`config.mk`:
```
export PLATFORM = sky130hd
export DESIGN_NAME = iwd_decoder
export DESIGN_NICKNAME = d
export VERILOG_FILES = /design/src/inc/iwd_pkg.sv /design/src/rtl/iwd_flags.sv /design/src/rtl/iwd_decoder.sv
export SDC_FILE = /design/constraint.sdc
export NUM_CORES = 1
export LEC_CHECK = 0
export BUFFER_PORTS_ARGS = -buffer_cell sky130_fd_sc_hd__clkbuf_2
export CORE_MARGIN = 4
export CORE_UTILIZATION = 54
export DETAILED_ROUTE_END_ITERATION = 6
export PLACE_DENSITY = 0.8
export SETUP_SLACK_MARGIN = 0.15
export SYNTH_ARGS = -nofsm -noshare
export SYNTH_HDL_FRONTEND = slang
export SYNTH_SLANG_ARGS = --single-unit
```
`constraint.sdc`:
```
create_clock -name core_clk -period 3.08 [get_ports core_clk]
set_input_delay 0 -clock core_clk [delete_from_list [all_inputs] [get_ports core_clk]]
set_output_delay 0 -clock core_clk [all_outputs]
set_load 0.02 [all_outputs]
```
`src/inc/iwd_pkg.sv`:
```
// Function
// - single word is 24 bits, 8-bit opcode on top
// - up to three opcodes, set in DWOP0-2, take two words
// - 48-bit pair; second word top byte zero
// - lone second word executes as no-operation
// - double-word instructions take two cycles
// - taken condition, branch, table read add cycles
// - taken skip costs two or three cycles
// - double-word moves take two cycles
// - file op result to file or working zero
// - multiply class names accumulator A or B
// - write-back only W13 direct or post-increment
// - word bit position is a 4-bit field
// - core flags carry, digit, negative, overflow, zero
// - overflow and saturate flags per accumulator
package iwd_pkg;
   // widths
   localparam int WORD_W = 24;
   localparam int OPC_W = 8;
   localparam int OPR_W = 16;
   localparam int ADDR_W = 8;
   localparam int DATA_W = 32;
   localparam int CYC_W = 4;
   localparam int STALL_W = 2;
   localparam int CORE_FLAG_W = 5;
   localparam int DSP_FLAG_W = 4;
   localparam int BITPOS_W = 4;
   // fields of the program word
   localparam int OPC_MSB = 23;
   localparam int OPC_LSB = 16;
   localparam int CLS_MSB = 23;
   localparam int CLS_LSB = 20;
   localparam int FLD_DEST_BIT = 13;
   localparam int FLD_ACC_BIT = 15;
   localparam int FLD_AWB_MSB = 1;
   localparam int FLD_AWB_LSB = 0;
   localparam int FLD_BIT_MSB = 15;
   localparam int FLD_BIT_LSB = 12;
   localparam logic [1:0] AWB_DIRECT = 2'h0;
   localparam logic [1:0] AWB_POSTINC = 2'h1;
   // opcode groups
   localparam logic [OPC_W-1:0] OPC_NOP = 8'h00;
   localparam logic [3:0] CLS_CTRL = 4'h0;
   localparam logic [3:0] CLS_BIT = 4'hA;
   localparam logic [3:0] CLS_FILE = 4'hB;
   localparam logic [3:0] CLS_MAC = 4'hC;
   localparam logic [3:0] CLS_SKIP = 4'hD;
   // register offsets
   localparam logic [ADDR_W-1:0] REG_CTRL = 8'h00;
   localparam logic [ADDR_W-1:0] REG_DWOP0 = 8'h04;
   localparam logic [ADDR_W-1:0] REG_DWOP1 = 8'h08;
   localparam logic [ADDR_W-1:0] REG_DWOP2 = 8'h0C;
   localparam logic [ADDR_W-1:0] REG_STAT = 8'h10;
   localparam logic [ADDR_W-1:0] REG_COUNT = 8'h14;
   // control bits
   localparam int CTRL_RUN_BIT = 0;
   localparam int CTRL_ERRCLR_BIT = 1;
   localparam int CTRL_SATCLR_BIT = 2;
   // status layout
   localparam int STAT_CYC_LSB = 0;
   localparam int STAT_ERR_BIT = 4;
   localparam int STAT_BUSY_BIT = 5;
   localparam int STAT_CF_LSB = 8;
   localparam int STAT_DF_LSB = 16;
   // reset values and unit steps
   localparam logic RUN_RST = 1'b1;
   localparam logic [OPC_W-1:0] DWOP0_RST = 8'h02;
   localparam logic [OPC_W-1:0] DWOP1_RST = 8'h04;
   localparam logic [OPC_W-1:0] DWOP2_RST = 8'h07;
   localparam logic [CYC_W-1:0] CYC_ONE = 4'h1;
   localparam logic [STALL_W-1:0] STALL_ONE = 2'h1;
   localparam logic [OPR_W-1:0] COUNT_ONE = 16'h0001;
   // core flag positions
   localparam int CF_C = 0;
   localparam int CF_DC = 1;
   localparam int CF_N = 2;
   localparam int CF_OV = 3;
   localparam int CF_Z = 4;
   // dsp flag positions
   localparam int DF_OA = 0;
   localparam int DF_OB = 1;
   localparam int DF_SA = 2;
   localparam int DF_SB = 3;

   typedef enum logic [2:0] {
      CL_CTRL, CL_WORD, CL_BIT, CL_FILE, CL_MAC, CL_SKIP
   } iwd_class_e;

   typedef enum logic [2:0] {
      ST_FETCH, ST_SECOND, ST_STALL, ST_SKIP1, ST_SKIP2
   } iwd_state_e;
endpackage : iwd_pkg

```
`src/rtl/iwd_flags.sv`:
```
`timescale 1ns/1ps
module iwd_flags (
   // clock and reset
   input wire logic core_clk,
   input wire logic sys_rst,
   // update strobes
   input wire logic core_upd,
   input wire logic dsp_upd,
   input wire logic sat_clr,
   // datapath results
   input wire logic [iwd_pkg::CORE_FLAG_W-1:0] core_res,
   input wire logic res_sticky_zero,
   input wire logic [iwd_pkg::DSP_FLAG_W-1:0] dsp_res,
   // flags
   output logic [iwd_pkg::CORE_FLAG_W-1:0] core_flags,
   output logic [iwd_pkg::DSP_FLAG_W-1:0] dsp_flags
);
   import iwd_pkg::*;

   logic [CORE_FLAG_W-1:0] core_r, core_nxt;
   logic [DSP_FLAG_W-1:0] dsp_r, dsp_nxt;
   wire logic zero_nxt;
   wire logic [1:0] sat_keep;

   // sticky zero only clears, never sets
   assign zero_nxt = res_sticky_zero ? (core_r[CF_Z] & core_res[CF_Z])
                                     : core_res[CF_Z];
   assign core_nxt = core_upd ? {zero_nxt, core_res[CF_OV:CF_C]}
                              : core_r;
   // saturation held until cleared; a new event beats the clear
   assign sat_keep = sat_clr ? 2'h0 : dsp_r[DF_SB:DF_SA];
   assign dsp_nxt = dsp_upd ?
      {sat_keep | dsp_res[DF_SB:DF_SA], dsp_res[DF_OB:DF_OA]}
      : {sat_keep, dsp_r[DF_OB:DF_OA]};

   always_ff @(posedge core_clk) begin
      if (sys_rst) begin
         core_r <= '0;
         dsp_r <= '0;
      end else begin
         core_r <= core_nxt;
         dsp_r <= dsp_nxt;
      end
   end

   assign core_flags = core_r;
   assign dsp_flags = dsp_r;
endmodule : iwd_flags

```
`src/rtl/iwd_decoder.sv`:
```
// Decided for this implementation: the plain strobed port and the address map.
`timescale 1ns/1ps
module iwd_decoder (
   // clock and reset
   input wire logic core_clk,
   input wire logic sys_rst,
   // register port
   input wire logic [iwd_pkg::ADDR_W-1:0] reg_addr,
   input wire logic [iwd_pkg::DATA_W-1:0] reg_wdata,
   input wire logic reg_wr,
   input wire logic reg_rd,
   output logic [iwd_pkg::DATA_W-1:0] reg_rdata,
   // program word fetch
   input wire logic fetch_valid,
   input wire logic [iwd_pkg::WORD_W-1:0] fetch_word,
   output logic fetch_ready,
   // conditions for the word being fetched
   input wire logic ex_cond_true,
   input wire logic ex_pc_change,
   input wire logic ex_program_space_visibility,
   input wire logic ex_table_read,
   // datapath results
   input wire logic [iwd_pkg::CORE_FLAG_W-1:0] core_res,
   input wire logic res_sticky_zero,
   input wire logic [iwd_pkg::DSP_FLAG_W-1:0] dsp_res,
   // execution issue
   output logic exec_valid,
   output logic exec_nop,
   output logic exec_double,
   output logic [iwd_pkg::OPC_W-1:0] exec_opcode,
   output logic [iwd_pkg::OPR_W-1:0] exec_operand,
   output logic [iwd_pkg::OPR_W-1:0] exec_ext,
   output logic wb_to_file,
   output logic wb_to_default_working_register,
   output logic acc_second_accumulator,
   output logic awb_en,
   output logic awb_postinc,
   output logic [iwd_pkg::BITPOS_W-1:0] bit_pos,
   // status flags
   output logic [iwd_pkg::CORE_FLAG_W-1:0] core_flags,
   output logic [iwd_pkg::DSP_FLAG_W-1:0] dsp_flags
);
   import iwd_pkg::*;

   function automatic iwd_class_e op_class(input logic [WORD_W-1:0] w);
      logic [3:0] grp;
      iwd_class_e c;
      grp = w[CLS_MSB:CLS_LSB];
      c = CL_WORD;
      if (grp == CLS_CTRL) c = CL_CTRL;
      if (grp == CLS_BIT) c = CL_BIT;
      if (grp == CLS_FILE) c = CL_FILE;
      if (grp == CLS_MAC) c = CL_MAC;
      if (grp == CLS_SKIP) c = CL_SKIP;
      return c;
   endfunction : op_class

   function automatic logic is_double(
      input logic [OPC_W-1:0] op,
      input logic [OPC_W-1:0] d0,
      input logic [OPC_W-1:0] d1,
      input logic [OPC_W-1:0] d2
   );
      return (op != OPC_NOP) && (op == d0 || op == d1 || op == d2);
   endfunction : is_double

   // state
   iwd_state_e state_r, state_nxt;
   logic [STALL_W-1:0] stall_r, stall_nxt;
   logic [WORD_W-1:0] first_r;
   logic [CYC_W-1:0] cyc_r, cyc_nxt;
   logic [CYC_W-1:0] last_cyc_r;
   logic [OPR_W-1:0] count_r;
   logic fmt_err_r;

   // software registers
   logic run_r;
   logic [OPC_W-1:0] dwop0_r, dwop1_r, dwop2_r;
   logic [DATA_W-1:0] rdata_r;

   // issue registers
   logic exec_valid_r, exec_nop_r, exec_double_r;
   logic [OPC_W-1:0] exec_opcode_r;
   logic [OPR_W-1:0] exec_operand_r, exec_ext_r;
   logic wb_file_r, wb_wdef_r, acc_r, awb_en_r, awb_inc_r;
   logic [BITPOS_W-1:0] bit_pos_r;
   logic core_upd_r, dsp_upd_r;

   // fetch decode
   wire logic take;
   wire logic step;
   wire logic done;
   wire logic [OPC_W-1:0] in_opc;
   wire logic in_double;
   wire iwd_class_e in_class;
   wire logic skip_hit;
   wire logic [STALL_W-1:0] extra;
   wire logic in_squash;

   assign in_opc = fetch_word[OPC_MSB:OPC_LSB];
   assign in_double = is_double(in_opc, dwop0_r, dwop1_r, dwop2_r);
   assign in_class = op_class(fetch_word);
   assign take = fetch_valid & fetch_ready;
   assign step = take | (state_r == ST_STALL);
   assign done = step & (state_nxt == ST_FETCH);
   assign skip_hit = (in_class == CL_SKIP) & ex_cond_true;
   // one idle cycle for a taken test or jump, one for a data read
   assign extra = {1'b0, ex_cond_true | ex_pc_change}
                + {1'b0, ex_program_space_visibility | ex_table_read};
   assign in_squash = (state_r == ST_STALL) | (state_r == ST_SKIP1)
                    | (state_r == ST_SKIP2);

   // word handed to the datapath
   wire logic [WORD_W-1:0] dec_word;
   wire logic [OPC_W-1:0] dec_opc;
   wire iwd_class_e dec_class;
   wire logic [1:0] awb_fld;
   wire logic emit;
   wire logic emit_nop;
   wire logic dec_double;

   assign dec_double = (state_r == ST_SECOND);
   assign dec_word = dec_double ? first_r : fetch_word;
   assign dec_opc = dec_word[OPC_MSB:OPC_LSB];
   assign dec_class = op_class(dec_word);
   assign awb_fld = dec_word[FLD_AWB_MSB:FLD_AWB_LSB];
   // first word of a pair issues nothing; pair issues on its second cycle
   assign emit = step & ~((state_r == ST_FETCH) & in_double);
   // a lone second word carries a zero opcode and so does nothing
   assign emit_nop = in_squash | (dec_opc == OPC_NOP);

   // sequencer
   always_comb begin
      state_nxt = state_r;
      stall_nxt = stall_r;
      unique case (state_r)
         ST_FETCH: begin
            if (take) begin
               if (in_double) begin
                  state_nxt = ST_SECOND;
               end else if (skip_hit) begin
                  state_nxt = ST_SKIP1;
               end else if (extra != '0) begin
                  state_nxt = ST_STALL;
                  stall_nxt = extra;
               end
            end
         end
         ST_SECOND: begin
            if (take) begin
               state_nxt = ST_FETCH;
            end
         end
         ST_STALL: begin
            stall_nxt = stall_r - STALL_ONE;
            if (stall_r == STALL_ONE) begin
               state_nxt = ST_FETCH;
            end
         end
         ST_SKIP1: begin
            if (take) begin
               // a skipped pair costs one more cycle
               state_nxt = in_double ? ST_SKIP2 : ST_FETCH;
            end
         end
         ST_SKIP2: begin
            if (take) begin
               state_nxt = ST_FETCH;
            end
         end
      endcase
   end

   // new instructions wait for run; pending words always drain
   assign fetch_ready = (state_r == ST_STALL) ? 1'b0
                      : (state_r == ST_FETCH) ? run_r : 1'b1;

   assign cyc_nxt = done ? '0 : (step ? cyc_r + CYC_ONE : cyc_r);

   always_ff @(posedge core_clk) begin
      if (sys_rst) begin
         state_r <= ST_FETCH;
         stall_r <= '0;
         cyc_r <= '0;
      end else begin
         state_r <= state_nxt;
         stall_r <= stall_nxt;
         cyc_r <= cyc_nxt;
      end
   end

   always_ff @(posedge core_clk) begin
      if (sys_rst) begin
         first_r <= '0;
      end else if (take & (state_r == ST_FETCH) & in_double) begin
         first_r <= fetch_word;
      end
   end

   // retired instruction bookkeeping
   always_ff @(posedge core_clk) begin
      if (sys_rst) begin
         last_cyc_r <= '0;
         count_r <= '0;
      end else if (done) begin
         last_cyc_r <= cyc_r + CYC_ONE;
         count_r <= count_r + COUNT_ONE;
      end
   end

   // field decode for the issued word
   wire logic is_file;
   wire logic is_mac;
   wire logic is_bit;
   wire logic awb_sel_direct;
   wire logic awb_sel_inc;
   wire logic second_hi_bad;

   assign is_file = ~emit_nop & (dec_class == CL_FILE);
   assign is_mac = ~emit_nop & (dec_class == CL_MAC);
   assign is_bit = ~emit_nop & (dec_class == CL_BIT);
   assign awb_sel_direct = is_mac & (awb_fld == AWB_DIRECT);
   assign awb_sel_inc = is_mac & (awb_fld == AWB_POSTINC);
   // top byte of the second word must be clear
   assign second_hi_bad = take & dec_double
                        & (fetch_word[OPC_MSB:OPC_LSB] != OPC_NOP);

   always_ff @(posedge core_clk) begin
      if (sys_rst) begin
         exec_valid_r <= 1'b0;
         core_upd_r <= 1'b0;
         dsp_upd_r <= 1'b0;
      end else begin
         exec_valid_r <= emit;
         core_upd_r <= emit & ~emit_nop & (dec_class != CL_MAC)
                     & (dec_class != CL_CTRL);
         dsp_upd_r <= emit & is_mac;
      end
   end

   always_ff @(posedge core_clk) begin
      if (sys_rst) begin
         exec_nop_r <= 1'b1;
         exec_double_r <= 1'b0;
         exec_opcode_r <= OPC_NOP;
         exec_operand_r <= '0;
         exec_ext_r <= '0;
         wb_file_r <= 1'b0;
         wb_wdef_r <= 1'b0;
         acc_r <= 1'b0;
         awb_en_r <= 1'b0;
         awb_inc_r <= 1'b0;
         bit_pos_r <= '0;
      end else if (emit) begin
         exec_nop_r <= emit_nop;
         exec_double_r <= dec_double & ~emit_nop;
         exec_opcode_r <= emit_nop ? OPC_NOP : dec_opc;
         exec_operand_r <= dec_word[OPR_W-1:0];
         exec_ext_r <= dec_double ? fetch_word[OPR_W-1:0] : '0;
         wb_file_r <= is_file & dec_word[FLD_DEST_BIT];
         wb_wdef_r <= is_file & ~dec_word[FLD_DEST_BIT];
         acc_r <= is_mac & dec_word[FLD_ACC_BIT];
         awb_en_r <= awb_sel_direct | awb_sel_inc;
         awb_inc_r <= awb_sel_inc;
         bit_pos_r <= is_bit ? dec_word[FLD_BIT_MSB:FLD_BIT_LSB]
                             : '0;
      end
   end

   // register port decode
   wire logic wr_ctrl;
   wire logic err_clr;
   wire logic sat_clr;

   assign wr_ctrl = reg_wr & (reg_addr == REG_CTRL);
   assign err_clr = wr_ctrl & reg_wdata[CTRL_ERRCLR_BIT];
   assign sat_clr = wr_ctrl & reg_wdata[CTRL_SATCLR_BIT];

   always_ff @(posedge core_clk) begin
      if (sys_rst) begin
         run_r <= RUN_RST;
         dwop0_r <= DWOP0_RST;
         dwop1_r <= DWOP1_RST;
         dwop2_r <= DWOP2_RST;
      end else if (reg_wr) begin
         if (reg_addr == REG_CTRL) begin
            run_r <= reg_wdata[CTRL_RUN_BIT];
         end
         if (reg_addr == REG_DWOP0) begin
            dwop0_r <= reg_wdata[OPC_W-1:0];
         end
         if (reg_addr == REG_DWOP1) begin
            dwop1_r <= reg_wdata[OPC_W-1:0];
         end
         if (reg_addr == REG_DWOP2) begin
            dwop2_r <= reg_wdata[OPC_W-1:0];
         end
      end
   end

   // format error: a new event beats the clear
   always_ff @(posedge core_clk) begin
      if (sys_rst) begin
         fmt_err_r <= 1'b0;
      end else begin
         fmt_err_r <= second_hi_bad | (fmt_err_r & ~err_clr);
      end
   end

   wire logic [DATA_W-1:0] stat_word;
   wire logic [DATA_W-1:0] rd_sel;

   assign stat_word = (DATA_W'(last_cyc_r) << STAT_CYC_LSB)
                    | (DATA_W'(fmt_err_r) << STAT_ERR_BIT)
                    | (DATA_W'(state_r != ST_FETCH) << STAT_BUSY_BIT)
                    | (DATA_W'(core_flags) << STAT_CF_LSB)
                    | (DATA_W'(dsp_flags) << STAT_DF_LSB);

   assign rd_sel = (reg_addr == REG_CTRL) ? DATA_W'(run_r)
                 : (reg_addr == REG_DWOP0) ? DATA_W'(dwop0_r)
                 : (reg_addr == REG_DWOP1) ? DATA_W'(dwop1_r)
                 : (reg_addr == REG_DWOP2) ? DATA_W'(dwop2_r)
                 : (reg_addr == REG_STAT) ? stat_word
                 : (reg_addr == REG_COUNT) ? DATA_W'(count_r)
                 : '0;

   // read data stands for one cycle only
   always_ff @(posedge core_clk) begin
      if (sys_rst) begin
         rdata_r <= '0;
      end else begin
         rdata_r <= reg_rd ? rd_sel : '0;
      end
   end

   iwd_flags u_flags (
      .core_clk(core_clk),
      .sys_rst(sys_rst),
      .core_upd(core_upd_r),
      .dsp_upd(dsp_upd_r),
      .sat_clr(sat_clr),
      .core_res(core_res),
      .res_sticky_zero(res_sticky_zero),
      .dsp_res(dsp_res),
      .core_flags(core_flags),
      .dsp_flags(dsp_flags)
   );

   assign reg_rdata = rdata_r;
   assign exec_valid = exec_valid_r;
   assign exec_nop = exec_nop_r;
   assign exec_double = exec_double_r;
   assign exec_opcode = exec_opcode_r;
   assign exec_operand = exec_operand_r;
   assign exec_ext = exec_ext_r;
   assign wb_to_file = wb_file_r;
   assign wb_to_default_working_register = wb_wdef_r;
   assign acc_second_accumulator = acc_r;
   assign awb_en = awb_en_r;
   assign awb_postinc = awb_inc_r;
   assign bit_pos = bit_pos_r;
endmodule : iwd_decoder

```
* Word level (Yosys, flattened, before mapping)
Index checks and enable logic that the tools add are counted.
W data, S select, Z words.
** Word-level totals
- Output and inout bits :: 94
- Bits in registers :: 162
- Input port bits :: 83
- Word-level logic and storage cells :: 175
** Operators by class
- $add $sub $neg :: 4
- Multiplexer cells :: 39
- Equality and inequality tests :: 31
- Reduce and logical (&&, ||, !) cells :: 25
- Bitwise operators :: 45
** Operator list (count)
- $mux W3 :: 14
- $eq A4 B4 Y1 const B :: 8
- $mux W16 :: 2
- $mux W8 :: 4
- $and A1 B1 Y1 :: 27
- $eq A8 B8 Y1 :: 3
- $mux W24 :: 1
- $mux W20 :: 1
- $or A13 B20 Y20 :: 1
- $add A16 B1 Y16 const B :: 1
- $eq A8 B4 Y1 const B :: 2
- $eq A8 B5 Y1 const B :: 2
- $logic_not A8 Y1 :: 2
- $mux W2 :: 7
- $or A6 B13 Y13 :: 1
- $eq A3 B2 Y1 const B :: 4
- $pmux W3 S4 :: 1
- $eq A3 B3 Y1 const B :: 3
- $eq A8 B3 Y1 const B :: 1
- $logic_not A4 Y1 :: 2
- $mux W4 :: 2
- $or A1 B1 Y1 :: 8
- $reduce_and A2 Y1 :: 4
- $reduce_bool A8 Y1 :: 1
- other kinds (24) :: 42

* Longest topological paths before layout
Gate-level depths: netlist (run 1).
- Depth after elaboration :: 15
- Gate-level depth with buffers :: 10
- Gate-level depth less buffers :: 9

* Modules after synthesis
Synthesis (run 1) repeated with hierarchy kept, for this count alone.
** Second synthesis, totals
- Cell total of the unflattened synthesis :: 836
- Area, all modules :: 7288.2 µm²
** By module, submodules not included
- iwd_decoder :: instances 1, cells each 803, area an instance 6942.9 µm², seq. area each 3062.9 µm²
- iwd_flags :: instances 1, cells each 33, area an instance 345.3 µm², seq. area each 180.2 µm²

* Least setup slack after synthesis (run 1)
OpenSTA, ideal clock, no wires.
- Path kind :: reg-to-reg
- Start :: register state_r[1]
- End :: register count_r[10]
- Path slack :: 450 ps
- Data arrival time :: 2507 ps
- Cell stages (with the launch flop) :: 9
- Clock period less this slack :: 2630 ps
- Buffers on the path :: 2
- Cell sequence :: dfxtp_1 > clkbuf_1 > o21ai_2 > nand2_1 > or4_1 > o21a_1 > buf_2 > nor4_2 > mux2_1
** Between the ends
- Longest elaborated chain between the ends :: 8
** RTL lines
- start, declared :: line iwd_decoder.sv:68 : iwd_state_e state_r, state_nxt;
- start signal, assigned :: line iwd_decoder.sv:186 : state_r <= state_nxt;
- $logic_not A3 Y1 :: line iwd_decoder.sv:176 : : (state_r == ST_FETCH) ? run_r : 1'b1;
- $mux W1 :: line iwd_decoder.sv:176
- $mux W1 (*) :: line iwd_decoder.sv:175 : assign fetch_ready = (state_r == ST_STALL) ? 1'b0
- net fetch_ready :: line iwd_decoder.sv:16 : output logic fetch_ready,
- $and A1 B1 Y1 (*) :: line iwd_decoder.sv:103 : assign take = fetch_valid & fetch_ready;
- $mux W3, on equally long branches
- $pmux W3 S4 :: line iwd_decoder.sv:136 : unique case (state_r)
- $logic_not A3 Y1 :: line iwd_decoder.sv:105 : assign done = step & (state_nxt == ST_FETCH);
- $and A1 B1 Y1 (*) :: line iwd_decoder.sv:105
- end signal, assigned :: line iwd_decoder.sv:207 : count_r <= count_r + COUNT_ONE;
- end, declared :: line iwd_decoder.sv:73 : logic [OPR_W-1:0] count_r;
The timed path passes the listed nets; every way through them passes the cells marked *.
A chain may end at the register's enable or synchronous reset.

* Worst setup path in the final report (run 1)
- Start :: input port fetch_word[19] (netlist name)
- End :: register count_r[12]
** Between the ends
- Longest elaborated chain between the ends :: 9
** RTL lines
- start, declared :: line iwd_decoder.sv:15 : input wire logic [iwd_pkg::WORD_W-1:0] fetch_word,
- $eq A8 B8 Y1 :: line iwd_decoder.sv:64 : return (op != OPC_NOP) && (op == d0 || op == d1 || op == d2);
- $logic_or A1 B1 Y1 (2 in a row) :: line iwd_decoder.sv:64
- $logic_and A1 B1 Y1 (*) :: line iwd_decoder.sv:64
- $mux W3, on equally long branches :: line iwd_decoder.sv:139, iwd_decoder.sv:163
- $mux W3, on equally long branches :: line iwd_decoder.sv:138, iwd_decoder.sv:161
- $pmux W3 S4 (*) :: line iwd_decoder.sv:136
- $logic_not A3 Y1 (*) :: line iwd_decoder.sv:105
- $and A1 B1 Y1 (*) :: line iwd_decoder.sv:105
Mark *: on every way between the ends. The rest lies on a longest branch, timed or not.

==> results of run 1 <==
layout make-up:
class / instances / area, um^2
Inverter: 14 / 52.55
Multi-Input combinational cell: 607 / 4074
Fill cell: 1095 / 4349
Sequential cell: 162 / 3244
Timing Repair Buffer: 201 / 1289
Tap cell: 180 / 225.2
Clock inverter: 8 / 148.9
Clock buffer: 23 / 498.0
flip-flops by register name, summed over array words and instances, names as in the netlist, 2 cells and up:
name	count
bit_pos	4
count_r	16
cyc_r	4
dwop0_r	8
dwop1_r	8
dwop2_r	8
exec_ext	16
exec_opcode	8
exec_operand	16
first_r	24
last_cyc_r	4
reg_rdata	20
stall_r	2
state_r	3
u_flags.core_flags	5
u_flags.dsp_flags	4
layout by cell type (no fill, tap or decap), types with 7 or more instances in the layout:
cell type / n
mux2i_1: 68
nor2_1: 115
nand4_1: 9
a21oi_1: 36
nor4_2: 10
dlygate4sd3_1: 46
mux2_1: 12
clkbuf_16: 17
mux2_2: 8
nor3b_1: 18
nor2b_1: 19
buf_4: 15
a22o_1: 8
o21ai_0: 14
a31oi_1: 10
dfxtp_1: 161
nand3_1: 41
and3_1: 8
nor3_1: 7
xor2_1: 26
nor4_1: 9
inv_1: 13
and2_1: 7
clkbuf_2: 139
a22oi_1: 12
nand2_1: 59
conb_1: 12
a41o_1: 16
a211oi_1: 17
power by group:
part,switching [W],total (W),internal [W]
combinational,0.000477,0.000763,0.000286
clock,0.000853,0.00231,0.00146
sequential,0.0000658,0.00224,0.00218
layer usage:
metal | track usage, % | vias up
met5 | 0 | -
met4 | 10.66 | 0
met3 | 7.149 | 43
met2 | 41.50 | 244
met1 | 30.76 | 3264
li1 | - | 3309
stage by stage:
stage / instances / utilization (%)
2_1_floorplan: 860 / -
3_3_place_gp: 1117 / 60.50
3_5_place_dp: 1117 / 60.50
4_1_cts: 1194 / 68.48
5_1_grt: 1195 / 68.67
6_report: 1195 / 68.67
logic make-up after synthesis:
group / Yosys count
AOI/OAI and AO/OA: 141
xor gates and xnor gates: 29
adders and majority gates: 5
buffers and inverters: 92
DFF: 162
muxes: 88
other: 1
and+or+nand+nor: 331
worst max-delay path, stage by stage:
cell and delay (ns):
dlygate4sd3_1 0.54, clkbuf_2 0.20, xor2_1 0.19, nor4_1 0.38, nand2_1 0.17, and3_2 0.36
a2111o_2 0.61, nor4_2 0.29, mux2_1 0.35
worst max-delay path by stage:
stage | from | end | slack [ns] | cells past startpoint
CTS | reg_addr[1] | u_flags.dsp_flags[3] | 0.17 | 10
global placement | dwop0_r[7] | count_r[9] | 0.32 | 7
floorplan | state_r[1] | count_r[10] | 0.45 | 8
detailed placement | dwop0_r[7] | count_r[13] | 0.30 | 7
finish | fetch_word[19] | count_r[12] | 0.30 | 9
global route | fetch_word[16] | exec_ext[5] | 0.15 | 9
timing repair:
| action | in CTS | in global routing |
|---|---|---|
| hold buffers | 46 | 0 |
| buffers inserted | 0 | 0 |
| endpoints found under the setup margin | 0 | 14 |
| resized for setup | 0 | 5 |
| hold endpoints to repair | 84 | 0 |
==> summary.md, run 1 <==
| Metric | Value |
|---|---|
| Final setup violation count | 0 |
| Iteration-0 DRC count of the detailed router | 598 |
| Post-CTS clock slew at the launch and capture registers of the worst setup and hold paths | 0.06 ns |
| Clock Root Buffer | clkbuf_16 |
| Number of clock sinks | 162 |
| Synthesized-area fraction occupied by and/or/nand/nor cells | 22.68% |
| Top area cells in the synthesized netlist | dfxtp_1, mux2i_1, nor2_1, xor2_1, nand2_1 |
| Syn. warnings | 0 |
| VDD IR-drop max | around 430 uV |
| Synth-to-layout area growth | 24.31% |
| Die Ht | 127.2 um |
| Critical Path RT | 3.40 ns |
| EDFF count, synth | 0 |
| Number of cells on the worst reg-to-reg path | 7 |
| Source of the worst hold timing path | sys_rst |
| Multiplexer fraction of the synthesized cell area | between 10% and 20% |
| Power per cell area | 558.1 mW/mm^2 |
| Wire length of the first global-routing pass | around 33000 um |
| Yosys top cell area share | 42.30% |
| Sequential share of the synthesized area | 42.30% |
| Leakage power total | 4.165 nW |
| Highest metal layer with signal wires | met4 |
| Metal2 WL | between 10000 and 15000 um |
| Total number of placement rows | 43 |
| Antenna violations before repair | 0 |
| Maximum number of buffers from clock root to sink | 2 |
| Minimum period implied by the final worst setup slack | 2.782 ns |
| Detailed-routing iteration count for the pre-antenna-repair pass | 5 |
| Final net count | 1091 |
| Half-perimeter wire length after placement | between 10000 and 15000 um |
| Final worst path period share | 90.31% |
| Reg-to-reg slack, setup | ~0.30 ns |
| Most frequent cell after synthesis | dfxtp_1 |
| Post-route ant nets | 0 |
| Floorplan Core Area | 0.01388 mm^2 |
| TritonCTS clock tree | done |
| Inserted Clock Buffers | 17 |
| Largest net degree at the start of global routing | 92 |
| Top cells by count, synth | dfxtp_1, nor2_1, mux2i_1, nand2_1, clkbuf_1 |
| Library cell with the largest summed area after synthesis | dfxtp_1 |
| Count of pins on the block boundary | 177 |
| Synthesized-area fraction occupied by ao, oa, aoi and oai cells | between 10% and 20% |
| Routed length on met3 | 1604 um |
| Minimum hold slack | 0.01586 ns |
| Overall power consumption | 0.005320 W |
| Main combinational cell family by area after synthesis | simple AND/OR/NAND/NOR gates |
| Kind of start point of the critical path | primary input |
| Die Span X | 127.2 um |
| Arrival time of the worst setup path | 3.10 ns |
| Xor and xnor area share after synthesis | 3.313% |
| # DRC | 0 |
| CP endpoint kind | flip-flop |
| Number of unique standard cell types used by synthesis | 69 |
| Critical path class | in -> reg |
| Post-synthesis area per instance | about 9.0 um^2 |
| Startpoint of the most critical register-to-register path | dwop2_r[5] |
| Via density | between 5 and 6 |
| Wire length on met1 | 8404 um |
| Highest clock frequency the design can meet | 0.3595 GHz |
| Post-synthesis share of cell area spent on full adders, half adders and majority gates | 0.8159% |
| Number of vias after detailed routing | 6860 |
| Design Area, Final | around 0.0095 mm^2 |
| Clock latency on the worst-skew pair | about 0.43 ns |
| GRT overflow | 0 |
| Skew final | between 0.007 and 0.008 ns |
| Hold-critical path endpoint | reg_rdata[0] |
| Max-capacitance violation count | 0 |
| Total die area | 0.01617 mm^2 |
| Hold Path Cell Cnt | 5 |
| Cell area after synthesis | approximately 0.0077 mm^2 |
| Crit path setup slack, layout | 0.2983 ns |
| Seq cells post-synth | 162 |
| CP Max Fanout | 12 |
| Worst Tran Pin Value | 0.9480 ns |
| Asr flop ratio synth | 0% |
| Max-slew violation count | 0 |
| RSZ-0062 raised after global routing | yes |
| Final weighted congestion of routability-driven global placement | 0.9352 |
| H-tree depth | 4 |
| Wirelength, routed | 20540 um |
| Worst rel slew slack | 36.67% |
| Number of buffer cells added on primary ports | 140 |
| Detail-routed net length per standard cell | 17.19 um |
| Ys flop type | dfxtp_1 |
| Vias in the first global route | around 6700 |
| Aggregate negative setup slack | 0 ns |
| Cell area after placement | roughly 0.0084 mm^2 |
| Class of the worst hold path | in -> reg |
| Run status | finished clean |
| Starting Density | 55.24% |
| ANT cells | 0 |
| Worst r2r dst | count_r[12] |
| Combined global-route utilization of all metal layers | 25.12% |
| Share of cells above drive strength 1 | a little over a fifth |
| Total count of hold-check failures in the final report | 0 |
| Post-synthesis instance total | 849 |
| Setup slack at placement | 0.3038 ns |
(Power assumes the default switching activity.)
==> run 2, diff against run 1 <==
Settings changed: CORE_UTILIZATION 54 to 45, PLACE_DENSITY 0.8 to 0.69, SETUP_SLACK_MARGIN 0.15 to 0.1.
==> run 2 against run 1 <==
  * Register-to-register slack is essentially flat
  * Critical endpoint is now count_r[4]
  * Total power shrank 5.5%
  * Clock power shrank 13%
  * Die area grew 19%
  * Sequential share of layout area grew 0.076 points
  * Design area shrank 0.26%
==> summary.md, run 2 (same netlist as run 1, synthesis figures left out) <==
| Metric | Value |
|---|---|
| RSZ-0062 raised after global routing | no |
| TritonCTS clock tree | done |
| Final setup violation count | 0 |
| VDD IR-drop max | between 400 and 500 uV |
| Clock latency on the worst-skew pair | 0.43 ns |
| Area taken by multi-input logic gates | slightly above 0.004 mm^2 |
| Aggregate negative setup slack | 0 ns |
| Inserted Clock Buffers | 17 |
| Number of buffer cells added on primary ports | 140 |
| Buffers inserted by post-CTS timing repair | 0 |
| Power per cell area | 529.0 mW/mm^2 |
| Largest net degree at the start of global routing | 101 |
| Share of cells above drive strength 1 | roughly 22% |
| Iteration-0 DRC count of the detailed router | 456 |
| Total number of placement rows | 47 |
| Wire length of the first global-routing pass | 33890 um |
| Synth-to-layout area growth | 23.99% |
| Detailed-routing iteration count for the pre-antenna-repair pass | 4 |
| Number of clock sinks | between 150 and 200 |
| CP Max Fanout | 17 |
| GRT overflow | 0 |
| Maximum number of buffers from clock root to sink | 2 |
| Kind of start point of the critical path | flip-flop |
| Total die area | between 0.015 and 0.02 mm^2 |
| Worst Tran Pin Value | 0.7107 ns |
| Number of cells on the worst reg-to-reg path | 8 |
| Combined global-route utilization of all metal layers | 21.24% |
| CP endpoint kind | flip-flop |
| Setup slack at placement | 0.3693 ns |
| Half-perimeter wire length after placement | ~14000 um |
| Clock Root Buffer | clkbuf_16 |
| Final worst path period share | 89.93% |
| Antenna violations before repair | 0 |
| Minimum period implied by the final worst setup slack | ~2.8 ns |
| Worst rel slew slack | 52.52% |
| Run status | finished clean |
| Critical Path RT | about 3.4 ns |
| Number of buffers inserted by hold repair at cts | 43 |
| Count of pins on the block boundary | around 180 |
| Cell area after placement | around 0.0085 mm^2 |
| Max FFs per register | 24 |
| Non-filler instance count after layout | ~1200 |
| Class of the worst hold path | in -> reg |
| Register containing the most flip-flops in the final layout | first_r |
| Wirelength, routed | 20160 um |
| Worst r2r dst | count_r[4] |
| Die Ht | 138.5 um |
| Floorplan Core Area | 0.01664 mm^2 |
| Post-CTS clock slew at the launch and capture registers of the worst setup and hold paths | 0.07 ns |
| Post-CTS resize count | 0 |
| Vias in the first global route | 6661 |
| Final weighted congestion of routability-driven global placement | ~0.96 |
| Max-capacitance violation count | 0 |
| Most frequent standard cell in the layout excluding fill and tap cells | dfxtp_1 |
| Leading cell types in the layout, fill and taps excluded | dfxtp_1, clkbuf_2, nor2_1 |
| # DRC | 0 |
| Hold Path Cell Cnt | 3 |
| Number of vias after detailed routing | just under 7000 |
| Final net count | between 1000 and 1500 |
| Number of fill cells | between 1500 and 2000 |
| Max-slew violation count | 0 |
| H-tree depth | 4 |
| Via density | between 5 and 6 |
| Hold-critical path endpoint | reg_rdata[12] |
| Skew final | ~0.011 ns |
| Starting Density | between 40% and 50% |
| Reg-to-reg slack, setup | 0.31 ns |
| Source of the worst hold timing path | reg_addr[2] |
| Leakage power total | 4.138 nW |
| Placed Instances | 1162 |
| Die Span X | around 140 um |
| ANT cells | 0 |
| FF+latch area | ~0.0032 mm^2 |
| Detail-routed net length per standard cell | 16.30 um |
| Post-route ant nets | 0 |
| Highest clock frequency the design can meet | 0.3610 GHz |
| Total count of hold-check failures in the final report | 0 |
| Critical path class | reg -> reg |
| Crit path setup slack, layout | 0.3102 ns |
| Arrival time of the worst setup path | 3.09 ns |
| Design Area, Final | 0.009507 mm^2 |
| Startpoint of the most critical register-to-register path | state_r[2] |
run 2: changes by cell type in the layout (fill, tap and decap cells not counted), moves of 2 or more:
cell,before,now
buf_12,1,3
dlygate4sd3_1,46,43
clkinv_4,1,3
clkbuf_8,5,3
buf_4,15,18
bufinv_16,4,0
inv_6,0,4
run 2: per-layer routing:
metal | global-route usage [%] | vias to the layer above | share of wire [%]
li1 | - | 3320 | -
met1 | 26.54 | 3168 | 43
met2 | 34.22 | 216 | 47
met3 | 7.034 | 44 | 7.7
met4 | 8.008 | 0 | 2.8
met5 | 0 | - | 0
run 2: through the flow:
stage,power [W],util [%],hold slack [ns]
floorplan,0.002788,-,0.1386
global placement,0.003005,51.14,0.2356
detailed placement,0.003014,51.14,0.2428
CTS,0.005076,57.12,0.003528
global route,0.005251,57.12,0.02638
finish,0.005029,57.12,0.008071
run 2: power by group:
| group | switching, W | internal, W |
|---|---|---|
| clock | 0.000903 | 0.00112 |
| combinational | 0.000476 | 0.000295 |
| sequential | 0.0000638 | 0.00218 |
run 2: layout make-up:
| cell class | count | share of cell area, % |
|---|---|---|
| repair buffers | 203 | 13.90 |
| clock inverters | 11 | 1.000 |
| inverters | 14 | 0.5528 |
| flip-flops and latches | 162 | 34.11 |
| well taps | 220 | 2.895 |
| multi-input cells | 606 | 42.59 |
| clock buffers | 21 | 4.949 |
run 2: how the worst max path moves through the flow:
stage / start / endpoint / slack [ns] / depth (start not counted)
3_5_place_dp: state_r[2] / count_r[4] / 0.37 / 8
3_3_place_gp: state_r[2] / count_r[3] / 0.38 / 8
4_1_cts: state_r[2] / count_r[4] / 0.35 / 8
5_1_grt: state_r[2] / count_r[4] / 0.11 / 8
2_1_floorplan: state_r[1] / count_r[10] / 0.45 / 8
6_report: state_r[2] / count_r[4] / 0.31 / 8
run 2: worst max-delay path, cell delays in order, from the launching register on:
cell and delay (ns):
dfxtp_1 0.54, nor2_1 0.18, o21ai_2 0.12, nand2_1 0.14
or4_1 0.58, o21a_1 0.20, buf_4 0.21, nor4_1 0.34
mux2_1 0.35
